$ cat src/logic/icts_regs.svh
`ifndef ICTS_REGS_SVH
`define ICTS_REGS_SVH
// Summary of operation
// - Addressed unit blocks select-out, raises operational-in; adapters also raise integrated-unit flag.
// - Absent, unpowered or offline unit passes select-out around the loop to select-in.
// - A busy addressed unit may answer select-out with status-in instead.
// - Channel drops address-out; unit then drives its address and raises address-in.
// - Channel drives command byte with command-out; unit takes it by dropping address-in.
// - Channel drops command-out; unit then drives its status byte and raises status-in.
// - Data commands return zero status; control, test and error cases return non-zero.
// - Channel raises service-out; unit drops status-in; channel then drops service-out.
// - A unit needing service raises request-in while the channel is enabled.
// - Non-requesting units pass select-out; first requester blocks it, selects, drops request.
// - Shared request-in stays asserted while any other unit still requests.
// - Polled unit drives its address with address-in; channel checks and strobes it.
// - Channel raises command-out; unit drops address-in; then status-in carries the reason.
`define ICTS_CTRL_OFS 8'h00
`define ICTS_ADDR_OFS 8'h04
`define ICTS_STAT_OFS 8'h08
`define ICTS_REASON_OFS 8'h0C
`define ICTS_STATE_OFS 8'h10
`define ICTS_CTRL_EN 0
`define ICTS_CTRL_ADAPTER 1
`define ICTS_CTRL_REQ 2
`define ICTS_CTRL_BUSY 3
`define ICTS_CTRL_ONLINE 4
`define ICTS_CTRL_RST 5'h00
`define ICTS_ADDR_RST 8'h00
`define ICTS_STAT_RST 8'h0C
`define ICTS_REASON_RST 8'h04
`define ICTS_BUSY_STATUS 8'h10
`define ICTS_CMD_TEST 8'h00
`define ICTS_CMD_WRITE 8'h01
`define ICTS_CMD_READ 8'h02
`define ICTS_CMD_SENSE 8'h04
`define ICTS_CMD_READ_BACK 8'h0C
`define ICTS_STROBE_CYCLES 55
`endif

$ cat src/logic/icts_pkg.sv
package icts_pkg;
	// One-hot states of the unit's tag sequencer.
	typedef enum logic [8:0] {
		ICTS_IDLE = 9'h001,
		ICTS_PASS = 9'h002,
		ICTS_WAIT_ADDR = 9'h004,
		ICTS_POLL_OP = 9'h008,
		ICTS_ADDR_IN = 9'h010,
		ICTS_CMD_TAKEN = 9'h020,
		ICTS_STATUS = 9'h040,
		ICTS_END = 9'h080,
		ICTS_BUSY = 9'h100
	} icts_state_t;
endpackage

$ cat src/logic/icts_sync.sv
`timescale 1ns/1ps
module icts_sync #(
	parameter int W = 14
) (
	input wire logic i_clock,
	input wire logic i_rstn,
	input wire logic [W-1:0] i_async,
	output logic [W-1:0] o_sync
);
	// Two flops per pin; the first stage feeds only the second.
	for (genvar b = 0; b < W; b++) begin : g_bit
		logic meta_q;
		logic sync_q;
		always_ff @(posedge i_clock) begin
			if (!i_rstn) begin
				meta_q <= 1'b0;
				sync_q <= 1'b0;
			end else begin
				meta_q <= i_async[b];
				sync_q <= meta_q;
			end
		end
		assign o_sync[b] = sync_q;
	end
endmodule // icts_sync

$ cat src/logic/icts_ahb_slave.sv
`timescale 1ns/1ps
module icts_ahb_slave (
	input wire logic i_clock,
	input wire logic i_rstn,
	input wire logic i_hsel,
	input wire logic [31:0] i_haddr,
	input wire logic [1:0] i_htrans,
	input wire logic i_hwrite,
	input wire logic [2:0] i_hsize,
	input wire logic [31:0] i_hwdata,
	input wire logic i_hready,
	input wire logic [31:0] i_rdata,
	output logic [7:0] o_raddr,
	output logic [31:0] o_hrdata,
	output logic o_hreadyout,
	output logic o_hresp,
	output logic o_wr_en,
	output logic [7:0] o_wr_addr,
	output logic [31:0] o_wr_data
);
	logic take;
	logic wr_pend_q;
	logic wr_pend_d;
	logic [7:0] wr_addr_q;
	logic [7:0] wr_addr_d;
	logic [31:0] hrdata_q;
	logic [31:0] hrdata_d;

	// An address phase is taken when selected, NONSEQ or SEQ, word sized and the bus is ready.
	assign take = i_hsel && i_htrans[1] && i_hready && (i_hsize == 3'h2);
	assign o_raddr = i_haddr[7:0];

	// Reads are registered in the address phase so data stand through the data phase.
	always_comb begin
		wr_pend_d = take && i_hwrite;
		wr_addr_d = take ? i_haddr[7:0] : wr_addr_q;
		hrdata_d = (take && !i_hwrite) ? i_rdata : hrdata_q;
	end

	always_ff @(posedge i_clock) begin
		if (!i_rstn) begin
			wr_pend_q <= 1'b0;
			wr_addr_q <= 8'h00;
			hrdata_q <= 32'h0000_0000;
		end else begin
			wr_pend_q <= wr_pend_d;
			wr_addr_q <= wr_addr_d;
			hrdata_q <= hrdata_d;
		end
	end

	// Zero wait states and an always OKAY response.
	assign o_hreadyout = 1'b1;
	assign o_hresp = 1'b0;
	assign o_hrdata = hrdata_q;
	assign o_wr_en = wr_pend_q;
	assign o_wr_addr = wr_addr_q;
	assign o_wr_data = i_hwdata;
endmodule // icts_ahb_slave

$ cat src/logic/icts_unit.sv
`timescale 1ns/1ps
`include "icts_regs.svh"
module icts_unit
	import icts_pkg::*;
(
	input wire logic i_clock,
	input wire logic i_rstn,
	input wire logic i_hsel,
	input wire logic [31:0] i_haddr,
	input wire logic [1:0] i_htrans,
	input wire logic i_hwrite,
	input wire logic [2:0] i_hsize,
	input wire logic [31:0] i_hwdata,
	input wire logic i_hready,
	output logic [31:0] o_hrdata,
	output logic o_hreadyout,
	output logic o_hresp,
	input wire logic i_select_out,
	input wire logic i_hold_out,
	input wire logic i_address_out,
	input wire logic i_command_out,
	input wire logic i_service_out,
	input wire logic i_operational_out,
	input wire logic [7:0] i_bus_out,
	output logic o_select_in,
	output logic o_operational_in,
	output logic o_address_in,
	output logic o_status_in,
	output logic o_request_in,
	output logic o_integrated_unit,
	output logic [7:0] o_bus_in,
	output logic o_bus_in_parity
);
	logic [13:0] pins_s;
	logic sel_s, hold_s, adr_s, cmd_s, srv_s, opl_s;
	logic [7:0] bus_s;
	logic [7:0] raddr;
	logic [31:0] rdata;
	logic wr_en;
	logic [7:0] wr_addr;
	logic [31:0] wr_data;
	logic [4:0] ctrl_q, ctrl_d;
	logic [7:0] addr_q, addr_d, stat_q, stat_d, reason_q, reason_d;
	logic req_wr;
	icts_state_t state_q, state_d;
	logic sel_prev_q, sel_in_q, sel_in_d, op_q, op_d, adr_in_q, adr_in_d;
	logic st_in_q, st_in_d, req_q, req_d, integ_q, integ_d, poll_q, poll_d;
	logic pend_q, pend_d, par_q, par_d;
	logic [7:0] bus_q, bus_d, cmd_q, cmd_d;
	logic sel_rise, en, ours_init, ours_poll;

	// Tag-out lines and the outbound bus come from the channel's clock domain.
	icts_sync #(.W(14)) u_sync (
		.i_clock(i_clock),
		.i_rstn(i_rstn),
		.i_async({i_bus_out, i_operational_out, i_service_out, i_command_out,
			i_address_out, i_hold_out, i_select_out}),
		.o_sync(pins_s)
	);
	assign {bus_s, opl_s, srv_s, cmd_s, adr_s, hold_s, sel_s} = pins_s;

	icts_ahb_slave u_ahb (
		.i_clock(i_clock),
		.i_rstn(i_rstn),
		.i_hsel(i_hsel),
		.i_haddr(i_haddr),
		.i_htrans(i_htrans),
		.i_hwrite(i_hwrite),
		.i_hsize(i_hsize),
		.i_hwdata(i_hwdata),
		.i_hready(i_hready),
		.i_rdata(rdata),
		.o_raddr(raddr),
		.o_hrdata(o_hrdata),
		.o_hreadyout(o_hreadyout),
		.o_hresp(o_hresp),
		.o_wr_en(wr_en),
		.o_wr_addr(wr_addr),
		.o_wr_data(wr_data)
	);

	// Data commands report zero status, anything else reports a non-zero byte.
	function automatic logic [7:0] status_for(input logic [7:0] cmd, input logic [7:0] st);
		logic data_cmd;
		data_cmd = (cmd == `ICTS_CMD_READ) || (cmd == `ICTS_CMD_WRITE) ||
			(cmd == `ICTS_CMD_READ_BACK) || (cmd == `ICTS_CMD_SENSE);
		if (data_cmd) begin
			return 8'h00;
		end
		return (st == 8'h00) ? `ICTS_STAT_RST : st;
	endfunction

	// Software registers: writes steer the unit, a read mux shows its state.
	always_comb begin
		ctrl_d = ctrl_q;
		addr_d = addr_q;
		stat_d = stat_q;
		reason_d = reason_q;
		req_wr = 1'b0;
		if (wr_en) begin
			case (wr_addr)
				`ICTS_CTRL_OFS: begin
					ctrl_d = wr_data[4:0];
					ctrl_d[`ICTS_CTRL_REQ] = 1'b0;
					req_wr = wr_data[`ICTS_CTRL_REQ];
				end
				`ICTS_ADDR_OFS: addr_d = wr_data[7:0];
				`ICTS_STAT_OFS: stat_d = wr_data[7:0];
				`ICTS_REASON_OFS: reason_d = wr_data[7:0];
				default: ;
			endcase
		end
		case (raddr)
			`ICTS_CTRL_OFS: rdata = {27'h0, ctrl_q};
			`ICTS_ADDR_OFS: rdata = {24'h0, addr_q};
			`ICTS_STAT_OFS: rdata = {24'h0, stat_q};
			`ICTS_REASON_OFS: rdata = {24'h0, reason_q};
			`ICTS_STATE_OFS: rdata = {cmd_q, 10'h000, poll_q, op_q, pend_q, state_q, 1'b0, bus_q[0]};
			default: rdata = 32'h0000_0000;
		endcase
	end

	always_ff @(posedge i_clock) begin
		if (!i_rstn) begin
			ctrl_q <= `ICTS_CTRL_RST;
			addr_q <= `ICTS_ADDR_RST;
			stat_q <= `ICTS_STAT_RST;
			reason_q <= `ICTS_REASON_RST;
		end else begin
			ctrl_q <= ctrl_d;
			addr_q <= addr_d;
			stat_q <= stat_d;
			reason_q <= reason_d;
		end
	end

	assign en = ctrl_q[`ICTS_CTRL_EN] && ctrl_q[`ICTS_CTRL_ONLINE];
	assign sel_rise = sel_s && !sel_prev_q;
	assign ours_init = en && adr_s && (bus_s == addr_q);
	assign ours_poll = en && !adr_s && pend_q;

	// Tag sequencer: answers selection and polling, drives tag-in lines and the inbound bus.
	always_comb begin
		state_d = state_q;
		sel_in_d = 1'b0;
		op_d = op_q;
		adr_in_d = adr_in_q;
		st_in_d = st_in_q;
		integ_d = integ_q;
		poll_d = poll_q;
		bus_d = bus_q;
		cmd_d = cmd_q;
		pend_d = pend_q;
		case (state_q)
			ICTS_IDLE: begin
				if (sel_rise && ours_init && ctrl_q[`ICTS_CTRL_BUSY]) begin
					st_in_d = 1'b1;
					bus_d = `ICTS_BUSY_STATUS;
					integ_d = ctrl_q[`ICTS_CTRL_ADAPTER];
					state_d = ICTS_BUSY;
				end else if (sel_rise && ours_init) begin
					op_d = 1'b1;
					integ_d = ctrl_q[`ICTS_CTRL_ADAPTER];
					poll_d = 1'b0;
					state_d = ICTS_WAIT_ADDR;
				end else if (sel_rise && ours_poll) begin
					op_d = 1'b1;
					integ_d = ctrl_q[`ICTS_CTRL_ADAPTER];
					pend_d = 1'b0;
					poll_d = 1'b1;
					state_d = ICTS_POLL_OP;
				end else if (sel_rise) begin
					sel_in_d = 1'b1;
					state_d = ICTS_PASS;
				end
			end
			ICTS_PASS: begin
				sel_in_d = sel_s;
				if (!sel_s) begin
					state_d = ICTS_IDLE;
				end
			end
			ICTS_WAIT_ADDR: begin
				if (!adr_s) begin
					adr_in_d = 1'b1;
					bus_d = addr_q;
					state_d = ICTS_ADDR_IN;
				end else if (!sel_s) begin
					state_d = ICTS_END;
				end
			end
			ICTS_POLL_OP: begin
				adr_in_d = 1'b1;
				bus_d = addr_q;
				state_d = ICTS_ADDR_IN;
			end
			ICTS_ADDR_IN: begin
				if (cmd_s) begin
					cmd_d = bus_s;
					adr_in_d = 1'b0;
					state_d = ICTS_CMD_TAKEN;
				end else if (!sel_s && !hold_s) begin
					adr_in_d = 1'b0;
					state_d = ICTS_END;
				end
			end
			ICTS_CMD_TAKEN: begin
				if (!cmd_s) begin
					st_in_d = 1'b1;
					bus_d = poll_q ? reason_q : status_for(cmd_q, stat_q);
					state_d = ICTS_STATUS;
				end
			end
			ICTS_STATUS: begin
				if (srv_s) begin
					st_in_d = 1'b0;
					state_d = ICTS_END;
				end
			end
			ICTS_END: begin
				if (!hold_s) begin
					op_d = 1'b0;
					integ_d = 1'b0;
					state_d = ICTS_IDLE;
				end
			end
			ICTS_BUSY: begin
				if (!sel_s) begin
					st_in_d = 1'b0;
					integ_d = 1'b0;
					state_d = ICTS_IDLE;
				end
			end
			default: state_d = ICTS_IDLE;
		endcase
		if (req_wr) begin
			pend_d = 1'b1;
		end
		req_d = pend_d && en && opl_s;
		par_d = ~^bus_d;
	end

	always_ff @(posedge i_clock) begin
		if (!i_rstn) begin
			state_q <= ICTS_IDLE;
			sel_prev_q <= 1'b0;
			sel_in_q <= 1'b0;
			op_q <= 1'b0;
			adr_in_q <= 1'b0;
			st_in_q <= 1'b0;
			req_q <= 1'b0;
			integ_q <= 1'b0;
			poll_q <= 1'b0;
			pend_q <= 1'b0;
			par_q <= 1'b1;
			bus_q <= 8'h00;
			cmd_q <= 8'h00;
		end else begin
			state_q <= state_d;
			sel_prev_q <= sel_s;
			sel_in_q <= sel_in_d;
			op_q <= op_d;
			adr_in_q <= adr_in_d;
			st_in_q <= st_in_d;
			req_q <= req_d;
			integ_q <= integ_d;
			poll_q <= poll_d;
			pend_q <= pend_d;
			par_q <= par_d;
			bus_q <= bus_d;
			cmd_q <= cmd_d;
		end
	end

	assign o_select_in = sel_in_q;
	assign o_operational_in = op_q;
	assign o_address_in = adr_in_q;
	assign o_status_in = st_in_q;
	assign o_request_in = req_q;
	assign o_integrated_unit = integ_q;
	assign o_bus_in = bus_q;
	assign o_bus_in_parity = par_q;
endmodule // icts_unit

$ cat config.mk
export PLATFORM = sky130hd
export DESIGN_NAME = icts_unit
export DESIGN_NICKNAME = d
export VERILOG_FILES = /design/src/logic/icts_pkg.sv /design/src/logic/icts_sync.sv /design/src/logic/icts_ahb_slave.sv /design/src/logic/icts_unit.sv
export VERILOG_INCLUDE_DIRS = /design/src /design/src/logic
export SDC_FILE = /design/constraint.sdc
export NUM_CORES = 1
export LEC_CHECK = 0
export BUFFER_PORTS_ARGS = -buffer_cell sky130_fd_sc_hd__buf_2
export CAP_MARGIN = 20
export CORE_ASPECT_RATIO = 0.75
export CORE_MARGIN = 3
export CORE_UTILIZATION = 58
export DETAILED_ROUTE_END_ITERATION = 6
export GPL_TIMING_DRIVEN = 1
export PLACE_DENSITY_LB_ADDON = 0.05
export SLEW_MARGIN = 20
export SYNTH_ARGS = -nofsm -noshare
export SYNTH_HDL_FRONTEND = slang
export SYNTH_SLANG_ARGS = --single-unit
$ cat constraint.sdc
create_clock -name i_clock -period 3.6 [get_ports i_clock]
set_input_delay 0.18 -clock i_clock [delete_from_list [all_inputs] [get_ports i_clock]]
set_output_delay 0.18 -clock i_clock [all_outputs]
set_load 0.02 [all_outputs]
==> impl_metrics.csv <==
group,metric,value,unit
outcome,status,"completed",
critical_path,crit_fanout,6,
global_routing,antenna_found_initial,0,
critical_path,startpoint_type,"register",
yosys,avgSynthCellArea,9.68,um2
pwr,peakVddDrop,0.384,mV
timing,worst_slack,0.816,ns
die,die_h,91.1,um
cells_and_area,drive_above_1_share,0.206,
yosys,synthesis.area,5600,um2
timing,setup_viol,0,
timing,rsz0062_at_grt,"false",
timing,period_minus_slack,2.78,ns
die,die_w,119,um
clock_tree,cts_root_buf,"clkbuf_16",
clock_tree,post-cts-setup-buffers,0,
clock_tree,path_clk_slew,0.05,ns
route,num_vias,4481,
route,wire_per_inst,17.8,um
route,detail_route.iter0.violations,380,
cells_and_area,fin_area,6630,um2
cells_and_area,antenna_cells,0,
die,initial_utilization,0.606,
route,ant_nets,0,
clock_tree,h-tree-depth,4,
cells_and_area,area_delta_synth_final,18.5,%
yosys,synth_edf_count,0,
yosys,ys_warn_count,0,
placed_design,globalplace.congestion,0.931,
clock_tree,cts_buffers,17,
timing,fmax,359,MHz
placed_design,port_buffers,75,
pwr,leakagePower,2.77,nW
placed_design,pre_cts_slack,0.866,ns
route,via_per_inst,5.64,
clock_tree,clk_path_buf_depth,2,
clock_tree,cts_tree,"done",
critical_path,critPathKind,"register to register",
die,die_area,10900,um2
die,io_pins,137,
placed_design,dpl_cell_area,5930,um2
die,fp-row-count,30,
global_routing,grt_pass1_wl,22700,um
route,routed_wl,14100,um
pwr,total_power,3.54,mW
global_routing,grt_overflow,0,
worst_hold_path,hp-class,"input pin to register",
global_routing,grt_max_degree,71,
yosys,ys_seq_area_frac,0.436,
route,dr.pass1.iters,5,
clock_tree,clock_sinks,122,
critical_path,cp-end-kind,"register",
clock_tree,postCtsResizedCells,0,
critical_path,arrival,3.04,ns
critical_path,required,3.85,ns
placed_design,dpl.hpwl,9770,um
timing,period_share,0.773,
cells_and_area,fin_nets,742,
die,core_area,9230,um2
pwr,p_per_area,533,nW/um2
yosys,ys_ff_latch,122,
yosys,async_flop_share,0,
timing,hold_violations,0,
timing,skew,0.00814,ns
timing,finalMaxSlewViolations,0,
timing,worstMarginPinSlew,0.923,ns
timing,fin_setup_tns,0,ns
timing,relSlewSlack,0.383,
clock_tree,clk_latency,0.40,ns
yosys,synth_cells,578,
global_routing,grt_pass1_vias,4286,
flow_run,drv_cap,0,
global_routing,globalRouteTotalUtil,0.267,
yosys,synthDistinctLibCells,74,
timing,fin_hold_ws,0.0136,ns
route,drcViolationCount,0,
yosys,yosys_most_used_dff,"dfxtp_1",
## cells by family (layout without fill, tap and decap cells)
logic type	Yosys count	in the layout	share of synthesized area
buffers and inverters	52	130	0.0543
DFF	122	122	0.436
AOI/OAI and AO/OA	103	103	0.138
other	2	12	0.00134
muxes	46	46	0.0863
xor gates and xnor gates	15	15	0.0284
and+or+nand+nor	238	238	0.255
## where the power goes
| part | switching [mW] | total, mW | internal (mW) |
|---|---|---|---|
| registers | 0.0455 | 1.44 | 1.39 |
| clock network | 0.568 | 1.66 | 1.10 |
| logic | 0.260 | 0.437 | 0.177 |
| total | 0.874 | 3.54 | 2.66 |
## registers in the layout (all words and copies together) (netlist names), 8 cells and up
register and flops:
addr_q 8, cmd_q 8, o_bus_in 8, reason_q 8, stat_q 8, state_q 9, u_ahb.o_hrdata 22, u_ahb.o_wr_addr 8
u_sync.g_bit.meta_q 14, u_sync.g_bit.sync_q 14
## per-layer routing
metal / track usage / up-vias / wire, um
li1: - / 2157 / -
met1: 0.383 / 2105 / 6640
met2: 0.378 / 189 / 6040
met3: 0.0803 / 30 / 1150
met4: 0.100 / 0 / 298
met5: 0 / - / 0
## synthesized netlist by cell type, types with 3 or more instances
| cell | instances | area [um2] |
|---|---|---|
| dfxtp_1 | 122 | 2440 |
| nor2b_1 | 64 | 400 |
| nand2_1 | 49 | 184 |
| and2_1 | 44 | 275 |
| mux2i_1 | 37 | 370 |
| clkbuf_1 | 23 | 86.3 |
| a21oi_1 | 19 | 95.1 |
| o21ai_0 | 19 | 95.1 |
| a22oi_1 | 18 | 135 |
| nand3_1 | 14 | 70.1 |
| buf_4 | 12 | 90.1 |
| nor2_1 | 12 | 45.0 |
| xnor2_1 | 10 | 87.6 |
| a21boi_0 | 9 | 67.6 |
| mux2_2 | 8 | 90.1 |
| and3_1 | 6 | 37.5 |
| inv_1 | 6 | 22.5 |
| nor3_1 | 6 | 30.0 |
| a222oi_1 | 4 | 40.0 |
| a32oi_1 | 4 | 35.0 |
| clkbuf_8 | 4 | 55.1 |
| nand2b_1 | 4 | 25.0 |
| a221oi_2 | 3 | 45.0 |
| a22o_1 | 3 | 26.3 |
| and4b_1 | 3 | 30.0 |
| nor3b_1 | 3 | 22.5 |
| nor4_1 | 3 | 18.8 |
| or4_1 | 3 | 22.5 |
| xor2_1 | 3 | 26.3 |
## critical path, cell delays in order, from the launching register on
cell	delay, ns
dfxtp_1	0.40
nor4_2	0.42
and3_1	0.38
o221a_4	0.24
o21ai_4	0.10
a221oi_2	0.34
xor2_1	0.25
xnor3_1	0.25
xnor3_1	0.20
nand2_1	0.05
## path summary, 6_finish.rpt
path	endpoint	start	slack, ns	cells after the start
min	u_sync.g_bit[10].meta_q$_SDFF_PN0_	i_bus_out[4]	0.01	2
max reg2reg	o_bus_in_parity$_SDFF_PN1_	state_q[8]$_SDFFE_PN0P_	0.82	9
max	o_bus_in_parity$_SDFF_PN1_	state_q[8]$_SDFFE_PN0P_	0.82	9
min reg2reg	u_sync.g_bit[2].sync_q$_SDFF_PN0_	u_sync.g_bit[2].meta_q$_SDFF_PN0_	0.43	1
## cell type report
class	instances	area, um2
clock inverter	9	123
inverter	6	22.5
tap	128	160
clock buffer	22	454
multi-input combinational	414	2890
timing repair buffer	93	543
sequential	122	2440
fill	717	2600
## through the flow
step                 util  std cells
global placement    0.642        750
CTS                 0.718        794
detailed placement  0.642        750
floorplan               -        588
finish              0.718        794
global route        0.718        794
## layout by cell type (no fill, tap or decap), types with 4 or more instances in the layout
cell | synthesis | layout
buf_4 | 12 | 5
mux2_2 | 8 | 8
a21boi_0 | 9 | 9
nor3_1 | 6 | 6
nor2_1 | 12 | 12
buf_2 | 2 | 75
inv_1 | 6 | 6
and2_1 | 44 | 44
clkbuf_1 | 23 | 4
clkinv_2 | 0 | 5
xnor2_1 | 10 | 10
nand2_1 | 49 | 49
a21oi_1 | 19 | 19
dfxtp_1 | 122 | 122
and3_1 | 6 | 6
o21ai_0 | 19 | 19
nor2b_1 | 64 | 64
mux2i_1 | 37 | 37
clkbuf_16 | 0 | 17
nand2b_1 | 4 | 4
a32oi_1 | 4 | 4
a22oi_1 | 18 | 18
a222oi_1 | 4 | 4
nand3_1 | 14 | 14
conb_1 | 2 | 12
dlygate4sd3_1 | 0 | 13
## repair_timing
| action | 4_1_cts | 5_1_grt |
|---|---|---|
| endpoints found under the setup margin | 0 | 0 |
| hold buffers | 13 | 0 |
| hold endpoints to repair | 13 | 0 |
(Power assumes the default switching activity.)
